<file path="src/afr_params.svh">
`ifndef AFR_PARAMS_SVH
`define AFR_PARAMS_SVH
`define AFR_DATA_ZERO     16'h0000
`define AFR_OUT_ZERO      16'h0000
`define AFR_UNIT_MAX      7'h5f
`define AFR_HOLD_CLEAR    2'h0
`define AFR_HOLD_LAST     2'h1
`define AFR_HOLD_MAX      2'h2
`define AFR_REFRESH_BASE  16'h07d0
`define AFR_REFRESH_STEP  16'h000a
`define AFR_OUT_FULL      16'hffff
`endif

</file>
<file path="src/afr_pkg.sv">
package afr_pkg;
	typedef enum logic [1:0] {
		AFR_IDLE,
		AFR_ARMED,
		AFR_RESTART
	} afr_rst_state_t;
endpackage : afr_pkg

</file>
<file path="src/afr_unit.sv">
`timescale 1ns/10ps
`include "afr_params.svh"
// Summary of operation
// - Controller error indicator lights when bus or controller faults spoil refresh.
// - Bus fault zeroes input data; outputs follow configured hold setting.
// - Supervision timeout keeps inputs and outputs exactly as before.
// - Watchdog fault: input data undefined, outputs follow hold setting.
// - Bad or duplicate unit number: no conversion, zero inputs, outputs 0 V.
// - Unit table mismatch: unconverted, zero data, error lit, run off.
// - Restart only after set then clear of the unit's own restart bit.
// - Power cycle also restarts; restart reloads settings and re-evaluates faults.
// - During restart inputs read zero and outputs sit at zero.
// - An input not in use keeps its conversion data unchanged.
// - Peak hold keeps reported data at the held value.
// - Output held frozen until its conversion enable bit is set.
// - Out-of-range commanded values never update an output.
// - Ratio conversion enabled: report ratio result instead of raw value.
// - Refresh word block starts at word 2000 plus ten times unit number.
module afr_unit
	import afr_pkg::*;
#(
	parameter int NCH = 4,
	parameter int W   = 16
) (
	input  wire logic              mclk_i,
	input  wire logic              nrst_i,
	input  wire logic [6:0]        unit_num_i,
	input  wire logic              unit_dup_i,
	input  wire logic              table_mismatch_i,
	input  wire logic              bus_fault_i,
	input  wire logic              supv_timeout_i,
	input  wire logic              watchdog_timeout_i,
	input  wire logic              restart_req_i,
	input  wire logic [1:0]        hold_cfg_i,
	input  wire logic [NCH-1:0]    in_use_i,
	input  wire logic [NCH-1:0]    peak_hold_i,
	input  wire logic [NCH-1:0]    ratio_en_i,
	input  wire logic [NCH*W-1:0]  raw_in_i,
	input  wire logic [NCH*W-1:0]  ratio_in_i,
	input  wire logic [NCH-1:0]    out_conv_en_i,
	input  wire logic [NCH*W-1:0]  out_cmd_i,
	input  wire logic [NCH*W-1:0]  out_limit_i,
	output logic [NCH*W-1:0]       in_data_o,
	output logic [NCH*W-1:0]       out_val_o,
	output logic                   controller_error_indicator_o,
	output logic                   run_o,
	output logic                   restarting_o,
	output logic                   hold_cfg_err_o,
	output logic [NCH-1:0]         out_range_err_o,
	output logic [15:0]            refresh_base_o
);
	afr_rst_state_t rst_st_ff, nxt_rst_st;
	logic           cfg_ok_ff, nxt_cfg_ok;
	logic [1:0]     hold_ff, nxt_hold;
	logic           err_ff, nxt_err;
	logic           run_ff, nxt_run;
	logic           herr_ff, nxt_herr;
	logic [NCH-1:0] rerr_ff, nxt_rerr;
	logic [15:0]    base_ff, nxt_base;
	logic           rsto_ff, nxt_rsto;
	logic [NCH-1:0]   in_we, out_we;
	logic [NCH*W-1:0] in_wd, out_wd, in_q, out_q;
	logic             unit_bad, restarting, hold_zero;
	logic             normal_ok;

	// Power-on reset leaves the restart FSM in RESTART so the first cycle reloads settings.
	always_comb begin
		nxt_rst_st = rst_st_ff;
		unique case (rst_st_ff)
			AFR_IDLE:    if (restart_req_i) nxt_rst_st = AFR_ARMED;
			AFR_ARMED:   if (!restart_req_i) nxt_rst_st = AFR_RESTART;
			AFR_RESTART: nxt_rst_st = restart_req_i ? AFR_ARMED : AFR_IDLE;
			// The fourth code is unreachable; a stray one restarts, which reloads settings.
			default:     nxt_rst_st = AFR_RESTART;
		endcase
		nxt_rsto = (nxt_rst_st == AFR_RESTART);
	end
	assign restarting = (rst_st_ff != AFR_IDLE);

	assign unit_bad = unit_dup_i || (unit_num_i > `AFR_UNIT_MAX);

	// Settings are only taken on restart, so a changed setting waits for one.
	always_comb begin
		nxt_cfg_ok = cfg_ok_ff;
		nxt_hold   = hold_ff;
		nxt_herr   = herr_ff;
		nxt_base   = base_ff;
		if (rst_st_ff == AFR_RESTART) begin
			nxt_herr   = (hold_cfg_i > `AFR_HOLD_MAX);
			nxt_hold   = nxt_herr ? `AFR_HOLD_CLEAR : hold_cfg_i;
			nxt_cfg_ok = !unit_bad && !table_mismatch_i && !nxt_herr;
			nxt_base   = `AFR_REFRESH_BASE + 16'(unit_num_i) * `AFR_REFRESH_STEP;
		end
		nxt_err = bus_fault_i || watchdog_timeout_i || unit_bad || table_mismatch_i;
		nxt_run = !(unit_bad || table_mismatch_i) && cfg_ok_ff && !restarting;
	end

	assign hold_zero = (hold_ff == `AFR_HOLD_CLEAR);

	// Plain conversion case, used by the range check below to keep its antecedent short.
	assign normal_ok = !restarting && cfg_ok_ff && !unit_bad && !table_mismatch_i
		&& !supv_timeout_i && !bus_fault_i && !watchdog_timeout_i;

	always_comb begin
		in_we  = '0;
		out_we = '0;
		in_wd  = '0;
		out_wd = '0;
		nxt_rerr = rerr_ff;
		for (int i = 0; i < NCH; i++) begin
			if (restarting || unit_bad || table_mismatch_i || !cfg_ok_ff) begin
				in_we[i]  = 1'b1;
				in_wd[i*W +: W] = `AFR_DATA_ZERO;
				out_we[i] = 1'b1;
				out_wd[i*W +: W] = `AFR_OUT_ZERO;
			end else if (supv_timeout_i) begin
				in_we[i]  = 1'b0;
				out_we[i] = 1'b0;
			end else if (bus_fault_i || watchdog_timeout_i) begin
				in_we[i] = bus_fault_i;
				in_wd[i*W +: W] = `AFR_DATA_ZERO;
				out_we[i] = 1'b1;
				if (hold_ff == `AFR_HOLD_LAST) out_we[i] = 1'b0;
				else out_wd[i*W +: W] = hold_zero ? `AFR_OUT_ZERO : out_limit_i[i*W +: W];
			end else begin
				in_we[i] = in_use_i[i] && !peak_hold_i[i];
				in_wd[i*W +: W] = ratio_en_i[i] ? ratio_in_i[i*W +: W]
				                                : raw_in_i[i*W +: W];
				nxt_rerr[i] = out_cmd_i[i*W +: W] > out_limit_i[i*W +: W];
				out_we[i] = out_conv_en_i[i] && !nxt_rerr[i];
				out_wd[i*W +: W] = out_cmd_i[i*W +: W];
			end
		end
	end

	always_ff @(posedge mclk_i or negedge nrst_i) begin
		if (!nrst_i) begin
			rst_st_ff <= AFR_RESTART;
			cfg_ok_ff <= 1'b0;
			hold_ff   <= `AFR_HOLD_CLEAR;
			err_ff    <= 1'b0;
			run_ff    <= 1'b0;
			herr_ff   <= 1'b0;
			rerr_ff   <= '0;
			base_ff   <= `AFR_REFRESH_BASE;
			rsto_ff   <= 1'b1;
		end else begin
			rst_st_ff <= nxt_rst_st;
			cfg_ok_ff <= nxt_cfg_ok;
			hold_ff   <= nxt_hold;
			err_ff    <= nxt_err;
			run_ff    <= nxt_run;
			herr_ff   <= nxt_herr;
			rerr_ff   <= nxt_rerr;
			base_ff   <= nxt_base;
			rsto_ff   <= nxt_rsto;
		end
	end

	afr_chan_mem #(.WIDTH(W), .DEPTH(NCH)) u_in_mem (
		.mclk_i    (mclk_i),
		.nrst_i    (nrst_i),
		.wr_en_i   (in_we),
		.wr_data_i (in_wd),
		.rd_data_o (in_q)
	);
	afr_chan_mem #(.WIDTH(W), .DEPTH(NCH)) u_out_mem (
		.mclk_i    (mclk_i),
		.nrst_i    (nrst_i),
		.wr_en_i   (out_we),
		.wr_data_i (out_wd),
		.rd_data_o (out_q)
	);

	assign in_data_o                    = in_q;
	assign out_val_o                    = out_q;
	assign controller_error_indicator_o = err_ff;
	assign run_o                        = run_ff;
	assign restarting_o                 = rsto_ff;
	assign hold_cfg_err_o               = herr_ff;
	assign out_range_err_o              = rerr_ff;
	assign refresh_base_o               = base_ff;

	for (genvar g = 0; g < NCH; g++) begin : g_range_chk

	end
endmodule : afr_unit

</file>
<file path="src/afr_chan_mem.sv">
`timescale 1ns/10ps
// Per-channel holding registers; read data always come out of a register.
module afr_chan_mem #(
	parameter int WIDTH = 16,
	parameter int DEPTH = 4
) (
	input  wire logic                     mclk_i,
	input  wire logic                     nrst_i,
	input  wire logic [DEPTH-1:0]         wr_en_i,
	input  wire logic [DEPTH*WIDTH-1:0]   wr_data_i,
	output logic      [DEPTH*WIDTH-1:0]   rd_data_o
);
	logic [DEPTH*WIDTH-1:0] mem_ff;
	logic [DEPTH*WIDTH-1:0] nxt_mem;

	always_comb begin
		nxt_mem = mem_ff;
		for (int i = 0; i < DEPTH; i++) begin
			if (wr_en_i[i]) begin
				nxt_mem[i*WIDTH +: WIDTH] = wr_data_i[i*WIDTH +: WIDTH];
			end
		end
	end

	always_ff @(posedge mclk_i or negedge nrst_i) begin
		if (!nrst_i) begin
			mem_ff <= '0;
		end else begin
			mem_ff <= nxt_mem;
		end
	end

	assign rd_data_o = mem_ff;
endmodule : afr_chan_mem

</file>
<file path="config.mk">
export PLATFORM = sky130hd
export DESIGN_NAME = afr_unit
export DESIGN_NICKNAME = d
export VERILOG_FILES = /design/src/afr_pkg.sv /design/src/afr_unit.sv /design/src/afr_chan_mem.sv
export VERILOG_INCLUDE_DIRS = /design/src
export SDC_FILE = /design/constraint.sdc
export NUM_CORES = 1
export LEC_CHECK = 0
export BUFFER_PORTS_ARGS = -buffer_cell sky130_fd_sc_hd__clkbuf_2
export CORE_AREA = 4 4 169 171
export CTS_BUF_LIST = sky130_fd_sc_hd__clkbuf_8
export CTS_CLUSTER_DIAMETER = 60
export DETAILED_ROUTE_END_ITERATION = 8
export DIE_AREA = 0 0 173 175
export PLACE_DENSITY = 0.73
export SLEW_MARGIN = 20
export SYNTH_ARGS = -nofsm -noshare
export SYNTH_HDL_FRONTEND = slang
export SYNTH_SLANG_ARGS = --single-unit
</file>
<file path="constraint.sdc">
create_clock -name mclk_i -period 2.6 [get_ports mclk_i]
set_input_delay 0.65 -clock mclk_i [delete_from_list [all_inputs] [get_ports mclk_i]]
set_output_delay 0.65 -clock mclk_i [all_outputs]
set_load 0.02 [all_outputs]
</file>
==> qor.log, run 1 <==
[outcome] outcome completed
[global_route] Overflow after GRT 0
[setup_path] largest stage delay on the critical path 0.37 ns
[timing] setup repair after global routing missed its margin false
[drt] post-detailed-route wirelength per cell 18.8 µm
[setup_path] R2R Path Start rst_st_ff[1]
[clocking] clock latency on the worst-skew pair 0.46 ns
[die] vertical extent of the die 175 µm
[yosys] commonest cells in the netlist 144 x dfrtp_1, 110 x o21ai_0, 107 x nand2_1
[timing] clock skew after layout 0.0186 ns
[yosys] sequential fraction of the synthesis area 0.384
[yosys] combinational family with the most area after synthesis compound AO/OA/AOI/OAI gates
[place] Cell Count Post-Placement 1930
[setup_path] signal arrival time at the worst endpoint 2.74 ns
[die] DIE WIDTH 173 µm
[drt] wire length the detailed router placed on met1 15800 µm
[die] effective utilization at floorplan 0.369
[power] total power density per cell area 439 nW/µm²
[power] VDD IR max 0.382 mV
[die] core box area 26900 µm²
[setup_path] Data required, critical path 2.97 ns
[global_route] maximum number of pins on one net before global-route repair 64
[setup_path] Register-to-Register Setup Slack 0.61 ns
[place] Buffers on Ports 435
[drt] number of design rule violations left after detail routing 0
[setup_path] number of cells on the critical path 10
[place] DP Area 13500 µm²
[clocking] Setup Buffers After CTS 0
[die] I/O pin count 441
[final_layout] number of nets in the finished design 1973
[yosys] portion of netlist area occupied by mux cells 0.0702
[yosys] Syn Inst Count 1100
[clocking] number of buffers added by the clock tree synthesis step 17
[yosys] mean area per synthesized cell 9.03 µm²
[final_layout] area added between synthesis and finish 39.8%
[timing] Slew HR 0.631
[timing] shortest period the worst path allows 2.37 ns
[yosys] fraction of post-synthesis cell area in the top cell type by area 0.363
[yosys] post-synthesis share of cell area spent on and, or, nand and nor gates 0.127
[yosys] compound-cell area share of the yosys netlist 0.249
[yosys] Synth area leaders dfrtp_1 36%, ha_1 9.5%, mux2i_1 6.5%
[place] Final Wtd Congestion 0.962
[setup_path] reg2reg end u_out_mem.rd_data_o[46]
[place] Detail Placement HPWL 29500 µm
[timing] Final Setup Violations 0
[run] total of max-cap violations 0
[setup_path] class of the most critical setup path in -> reg
[final_layout] proportion of layout cells with a drive suffix above 1 0.401
[final_layout] final cell area excluding filler cells 13900 µm²
[die] # rows 60
[final_layout] count of placed standard cells in the final layout, fillers left out 1963
[yosys] number of enable-type register cells in the synthesized netlist 0
[clocking] clk buf depth 2
[yosys] Synth Flop Type dfrtp_1
[yosys] unique cell type count in the Yosys netlist 67
[yosys] adder-cell share of the synthesized area 0.0965
[timing] final max-slew violation count 0
[drt] highest metal layer with signal wires met4
[drt] via count 10500
[clocking] TritonCTS clock tree yes
[clocking] number of sinks on the clock net 152
[timing] count of endpoints failing hold in the final timing report 0
[setup_path] slowest cell on the critical path a221o_1
[clocking] # hold bufs at CTS 0
[yosys] most used standard cell by instance count after synthesis dfrtp_1
[yosys] flops & latches, synth 152
[setup_path] critical path endpoint category register
[setup_path] buffering stage count on the worst path with inverters included 3
[yosys] synthesis warning total 0
[global_route] first-pass GRT wire length 57500 µm
[drt] sum of routed wire length over all layers 36800 µm
[timing] maximum clock frequency 0.421 GHz
[clocking] number of gates resized after CTS 0
[yosys] Synth async-reset ratio 1.00
[drt] total length of routed met2 wires 18000 µm
[clocking] clk slew on worst S/H paths 0.10 ns
[yosys] library cell with the largest summed area after synthesis dfrtp_1
[yosys] cell area after synthesis 9930 µm²
[drt] post-route antenna net violation count 0
[timing] post-route clock period utilization 0.913
[drt] iteration count of the initial detailed-routing pass 7
[drt] vias per cell 5.36
[setup_path] biggest fanout along the worst timing path 10
[clocking] root buf cell clkbuf_8
[yosys] fraction of synthesized cell area in xor and xnor cells 0.00618
[power] cell leakage power 7.39 nW
[timing] Tightest Pin Transition 0.554 ns
[drt] initial detailed-routing violation count 776
[worst_hold_path] path class of the lowest-slack min-delay path in -> async
[setup_path] cell breakdown of the critical path clkbuf_2, inv_1, ha_1, a21oi_1, o21ai_0, a221o_1, o31a_1, a211oi_4, buf_4, a2bb2oi_1
[die] area of the die 30300 µm²
[global_route] number of antenna violations at the first check in global routing 2
[drt] total length of routed met3 wires 2360 µm
[clocking] count of H-tree levels built during CTS 4
[global_route] number of global-route vias before repair 10500
[setup_path] length in cells of the worst reg-to-reg path 8
[setup_path] Worst path top cell family by delay compound AO/OA/AOI/OAI gates
[setup_path] nature of the critical path startpoint input pin
[global_route] All-Layer GR Usage 0.235
[power by group]
group          internal, mW  switching, mW  leakage, nW  total (mW)
clock network         0.877           1.05        0.194        1.93
registers              2.46         0.0496         2.07        2.51
logic                 0.745          0.908         5.13        1.65
total                  4.09           2.01         7.39        6.10
[per-layer routing]
metal,track usage,vias to the layer above
met2,0.396,366
met3,0.0526,33
met5,0,-
met1,0.306,5084
li1,-,5030
met4,0.0632,0
[logic make-up (layout without fill, tap and decap cells)]
| group | after synthesis | after routing |
|---|---|---|
| AO/OA/AOI/OAI | 366 | 366 |
| XOR/XNOR | 7 | 7 |
| adder cells (fa/ha/maj) | 76 | 76 |
| buffers and inverters | 164 | 680 |
| flip-flops | 152 | 152 |
| multiplexers | 69 | 69 |
| other | 1 | 7 |
| AND/OR/NAND/NOR | 265 | 265 |
[sequential cells by signal (all words and copies together), names as in the netlist]
register                      flops
run_o                             1
cfg_ok_ff                         1
restarting_o                      1
out_range_err_o                   4
rst_st_ff                         2
hold_ff                           2
refresh_base_o                   11
hold_cfg_err_o                    1
u_out_mem.rd_data_o              64
controller_error_indicator_o      1
u_in_mem.rd_data_o               64
[area by class of cell]
| class | count | area [µm²] |
|---|---|---|
| Tap cell | 341 | 427 |
| Antenna cell | 2 | 5.00 |
| Sequential cell | 152 | 3810 |
| Timing Repair Buffer | 565 | 3250 |
| Inverter | 84 | 338 |
| Fill cell | 2543 | 13000 |
| Clock inverter | 14 | 163 |
| Clock buffer | 17 | 234 |
| Multi-Input combinational cell | 788 | 5660 |
[worst max-delay path by stage]
stage                                from                       to  slack [ns]
final                     out_limit_i[21]  u_out_mem.rd_data_o[23]        0.23
after global routing      out_limit_i[31]  u_out_mem.rd_data_o[23]        0.15
after CTS                 out_limit_i[21]  u_out_mem.rd_data_o[23]        0.26
after detailed placement  out_limit_i[21]  u_out_mem.rd_data_o[23]       -0.23
after global placement    out_limit_i[37]  u_out_mem.rd_data_o[35]       -0.18
after floorplan           out_limit_i[37]  u_out_mem.rd_data_o[46]       -0.03
[per-stage QoR]
| stage | utilization | setup TNS, ns | setup WS [ns] | power [mW] | hold slack [ns] |
|---|---|---|---|---|---|
| 2_1_floorplan | - | -0.286 | -0.0264 | 3.45 | 0.354 |
| 6_report | 0.517 | 0 | 0.226 | 6.10 | 0.0896 |
| 5_1_grt | 0.517 | 0 | 0.154 | 6.47 | 0.0617 |
| 3_3_place_gp | 0.502 | -5.82 | -0.183 | 4.18 | 0.460 |
| 4_1_cts | 0.516 | 0 | 0.263 | 6.18 | 0.0821 |
| 3_5_place_dp | 0.502 | -8.98 | -0.227 | 4.21 | 0.465 |
[cells in the final DEF (no fill, tap or decap), drive strengths merged, types with 7 or more instances in the layout]
master / count
inv: 90
ha: 75
a21boi: 8
a21oi: 73
nand2: 107
buf: 131
clkbuf: 451
nor3: 29
nand3: 12
a32oi: 14
a2bb2oi: 17
a21o: 7
nand4: 13
nor3b: 21
a311o: 13
o21ai: 111
dfstp: 8
dfrtp: 144
a31oi: 17
nor2: 52
mux2i: 64
a22oi: 28
a22o: 14
o22a: 16
nor2b: 7
a221o: 16
Note: power is estimated with default switching activity, not from simulation.
==> inputs of run 2 (changes only) <==
--- a/config.mk
+++ b/config.mk
@@ -7,13 +7,15 @@
 export NUM_CORES = 1
 export LEC_CHECK = 0
 export BUFFER_PORTS_ARGS = -buffer_cell sky130_fd_sc_hd__clkbuf_2
-export CORE_AREA = 4 4 169 171
+export CORE_AREA = 4 4 193 195
 export CTS_BUF_LIST = sky130_fd_sc_hd__clkbuf_8
 export CTS_CLUSTER_DIAMETER = 60
+export CTS_CLUSTER_SIZE = 30
 export DETAILED_ROUTE_END_ITERATION = 8
-export DIE_AREA = 0 0 173 175
-export PLACE_DENSITY = 0.73
+export DIE_AREA = 0 0 197 199
+export PLACE_DENSITY = 0.61
 export SLEW_MARGIN = 20
 export SYNTH_ARGS = -nofsm -noshare
 export SYNTH_HDL_FRONTEND = slang
+export SYNTH_HIERARCHICAL = 1
 export SYNTH_SLANG_ARGS = --single-unit
==> run 2 against run 1 <==
Effect of this change:
- sequential share of layout area about the same
- critical path depth increased by 1
- hold slack improved by 0.055 ns
- via count decreased by 12%
- core utilization decreased by 12 points
- die area increased by 29%
- global-route usage decreased by 6.2 points
- flip-flop and latch count unchanged
- critical endpoint is now u_out_mem/rd_data_o[63]
- maximum frequency decreased by 5.6%
- synthesized area increased by 3.2%
- first-iteration DRC count decreased by 58%
- highest routed layer is now met5
==> qor.log, run 2 <==
[final_layout] proportion of layout cells with a drive suffix above 1 0.478 [was 0.401]
[final_layout] commonest cells after routing, fill and taps aside 434 x clkbuf_2, 143 x dfrtp_1, 93 x nor2_1, 87 x a21oi_1, 84 x nand2_1 [was 434 x clkbuf_2, 144 x dfrtp_1, 123 x buf_4, 109 x o21ai_0, 107 x nand2_1]
[yosys] sequential fraction of the synthesis area 0.372 [was 0.384]
[timing] Tightest Pin Transition 1.07 ns [was 0.554 ns]
[drt] via count 9297 [was 10500]
[setup_path] R2R Path Start hold_ff[0] [was rst_st_ff[1]]
[clocking] TritonCTS clock tree yes [unchanged]
[final_layout] count of placed standard cells in the final layout, fillers left out 1970 [was 1963]
[place] worst slack at placement -0.393 ns [was -0.227 ns]
[drt] iteration count of the initial detailed-routing pass 4 [was 7]
[yosys] fraction of post-synthesis cell area in the top cell type by area 0.352 [was 0.363]
[die] vertical extent of the die 199 µm [was 175 µm]
[global_route] number of global-route vias before repair 9561 [was 10500]
[yosys] Synth area leaders dfrtp_1 35%, mux2_4 12%, ha_1 9.2% [was dfrtp_1 36%, ha_1 9.5%, mux2i_1 6.5%]
[yosys] cell area after synthesis 10200 µm² [was 9930 µm²]
[power] VDD IR max 0.298 mV [was 0.382 mV]
[final_layout] filler cell count in the final layout 3572 [was 2543]
[clocking] clk slew on worst S/H paths 0.09 ns [was 0.10 ns]
[global_route] Overflow after GRT 0 [unchanged]
[setup_path] biggest fanout along the worst timing path 9 [was 10]
[power] total power density per cell area 425 nW/µm² [was 439 nW/µm²]
[outcome] outcome completed [unchanged]
[final_layout] number of nets in the finished design 1860 [was 1973]
[yosys] flops & latches, synth 152 [unchanged]
[setup_path] startpoint of the most critical setup path out_limit_i[50] [was out_limit_i[21]]
[clocking] Setup Buffers After CTS 0 [unchanged]
[clocking] count of H-tree levels built during CTS 4 [unchanged]
[clocking] number of buffers added by the clock tree synthesis step 17 [unchanged]
[timing] final max-slew violation count 0 [unchanged]
[yosys] commonest cells in the netlist 144 x dfrtp_1, 96 x nor2_1, 92 x a21oi_1 [was 144 x dfrtp_1, 110 x o21ai_0, 107 x nand2_1]
[yosys] post-synthesis share of cell area spent on and, or, nand and nor gates 0.129 [was 0.127]
[worst_hold_path] path class of the lowest-slack min-delay path in -> async [unchanged]
[clocking] clk buf depth 2 [unchanged]
[setup_path] class of the most critical setup path in -> reg [unchanged]
[timing] Slew HR 0.290 [was 0.631]
[timing] PnR worst setup slack 0.0859 ns [was 0.226 ns]
[drt] post-route antenna net violation count 0 [unchanged]
[yosys] Synth Flop Type dfrtp_1 [unchanged]
[timing] final-layout worst hold slack 0.144 ns [was 0.0896 ns]
[drt] sum of routed wire length over all layers 35100 µm [was 36800 µm]
[global_route] All-Layer GR Usage 0.173 [was 0.235]
[place] Cell Count Post-Placement 1937 [was 1930]
[yosys] Syn Inst Count 1023 [was 1100]
[yosys] synthesis warning total 6 [was 0]
[yosys] unique cell type count in the Yosys netlist 49 [was 67]
[final_layout] area added between synthesis and finish 35.4% [was 39.8%]
[yosys] portion of netlist area occupied by mux cells 0.237 [was 0.0702]
[drt] number of design rule violations left after detail routing 0 [unchanged]
[yosys] fraction of synthesized cell area in xor and xnor cells 0.00513 [was 0.00618]
[power] PnR Total Power 5.89 mW [was 6.10 mW]
[setup_path] Data required, critical path 2.96 ns [was 2.97 ns]
[clocking] root buf cell clkbuf_8 [unchanged]
[timing] Final Setup Violations 0 [unchanged]
[yosys] mean area per synthesized cell 10.0 µm² [was 9.03 µm²]
[final_layout] leading cell type in the layout, fill and taps excluded clkbuf_2 [unchanged]
[place] Final Wtd Congestion 0.882 [was 0.962]
[place] Detail Placement HPWL 27900 µm [was 29500 µm]
[timing] clock skew after layout 0.0120 ns [was 0.0186 ns]
[setup_path] nature of the critical path startpoint input pin [unchanged]
[die] core box area 35400 µm² [was 26900 µm²]
[die] area of the die 39200 µm² [was 30300 µm²]
[drt] vias per cell 4.72 [was 5.36]
[clocking] number of sinks on the clock net 152 [unchanged]
[die] I/O pin count 441 [unchanged]
[drt] initial detailed-routing violation count 326 [was 776]
[yosys] compound-cell area share of the yosys netlist 0.0899 [was 0.249]
[drt] post-detailed-route wirelength per cell 17.8 µm [was 18.8 µm]
[timing] post-route clock period utilization 0.967 [was 0.913]
[setup_path] critical path endpoint category register [unchanged]
[yosys] most used standard cell by instance count after synthesis dfrtp_1 [unchanged]
[global_route] first-pass GRT wire length 53100 µm [was 57500 µm]
[place] Buffers on Ports 435 [unchanged]
[run] total of max-cap violations 0 [unchanged]
[clocking] clock latency on the worst-skew pair 0.48 ns [was 0.46 ns]
[global_route] maximum number of pins on one net before global-route repair 66 [was 64]
[final_layout] utilization after layout 0.392 [was 0.517]
[setup_path] signal arrival time at the worst endpoint 2.88 ns [was 2.74 ns]
[die] DIE WIDTH 197 µm [was 173 µm]
[yosys] number of enable-type register cells in the synthesized netlist 0 [unchanged]
[timing] count of endpoints failing hold in the final timing report 0 [unchanged]
[yosys] Synth async-reset ratio 1.00 [unchanged]
[yosys] combinational family with the most area after synthesis multiplexers [was compound AO/OA/AOI/OAI gates]
[die] effective utilization at floorplan 0.289 [was 0.369]
[setup_path] length in cells of the worst reg-to-reg path 7 [was 8]
[yosys] adder-cell share of the synthesized area 0.0936 [was 0.0965]
[yosys] library cell with the largest summed area after synthesis dfrtp_1 [unchanged]
[die] # rows 69 [was 60]
[timing] maximum clock frequency 0.398 GHz [was 0.421 GHz]
[setup_path] Register-to-Register Setup Slack 0.28 ns [was 0.61 ns]
[timing] shortest period the worst path allows 2.51 ns [was 2.37 ns]
[global_route] number of antenna violations at the first check in global routing 3 [was 2]
[power] cell leakage power 7.69 nW [was 7.39 nW]
[setup_path] reg2reg end u_out_mem/rd_data_o[2] [was u_out_mem.rd_data_o[46]]
## run 2: changes by cell type after synthesis, moves of 24 or more
cell	before	now
mux2_4	0	80
o21ai_0	110	34
nand3_1	12	66
mux2_2	5	52
nor2_1	50	96
a22oi_1	28	0
nor3_1	29	5
## run 2: worst max-delay path by stage
stage,cells past startpoint,endpoint,slack (ns)
floorplan,11,u_out_mem/rd_data_o[37],-0.08
global placement,11,u_out_mem/rd_data_o[43],-0.34
detailed placement,11,u_out_mem/rd_data_o[46],-0.39
CTS,11,u_out_mem/rd_data_o[49],0.17
global route,11,u_out_mem/rd_data_o[19],-0.04
finish,11,u_out_mem/rd_data_o[63],0.09
## run 2: power breakdown
| group | leakage [nW] | internal (mW) | switching (mW) | total, mW |
|---|---|---|---|---|
| Sequential | 2.07 | 2.46 | 0.0465 | 2.51 |
| Combinational | 5.40 | 0.607 | 0.759 | 1.37 |
| Clock | 0.216 | 1.01 | 1.00 | 2.02 |
| Total | 7.69 | 4.08 | 1.81 | 5.89 |
## run 2: layer usage
layer	global-route usage	vias up	wire length, µm
li1	-	4497	-
met1	0.210	4446	14500
met2	0.299	320	17300
met3	0.0571	30	2840
met4	0.0429	4	507
met5	0	-	33
## run 2: cells by family after synthesis
kind of cell	count (synthesis)
fa+ha+maj	76
buf+inv	137
xor+xnor	6
other cells	1
flops	152
mux	196
simple gates	294
compound gates	161
## run 2: final cells by class
cell class	count	area, µm²	share of cell area
Tap cell	461	577	0.0416
Antenna cell	1	2.50	0.000180
Timing Repair Buffer	518	2910	0.210
Clock inverter	13	169	0.0122
Multi-Input combinational cell	738	5860	0.422
Sequential cell	152	3810	0.275
Inverter	68	280	0.0202
Clock buffer	19	262	0.0189
## run 2: critical path, stage by stage
cell	delay (ns)
clkbuf_2	0.10
inv_1	0.04
ha_1	0.28
o21ai_0	0.16
a21oi_1	0.06
o21ai_0	0.28
a211oi_1	0.13
or4_4	0.44
a21oi_2	0.17
buf_4	0.21
mux2_2	0.35
## run 2: repair_timing
| item | in CTS | in global routing |
|---|---|---|
| setup endpoints to repair | 0 | 10 |
| gates resized for setup | 0 | 1 |
| hold buffers | 0 | 0 |
## run 2: metrics by stage
step	TNS [ns]	instance area, µm²
floorplan	-1.54	10400
global placement	-19.43	13400
detailed placement	-21.78	13400
CTS	0	13900
global route	-0.184	13900
finish	0	13900
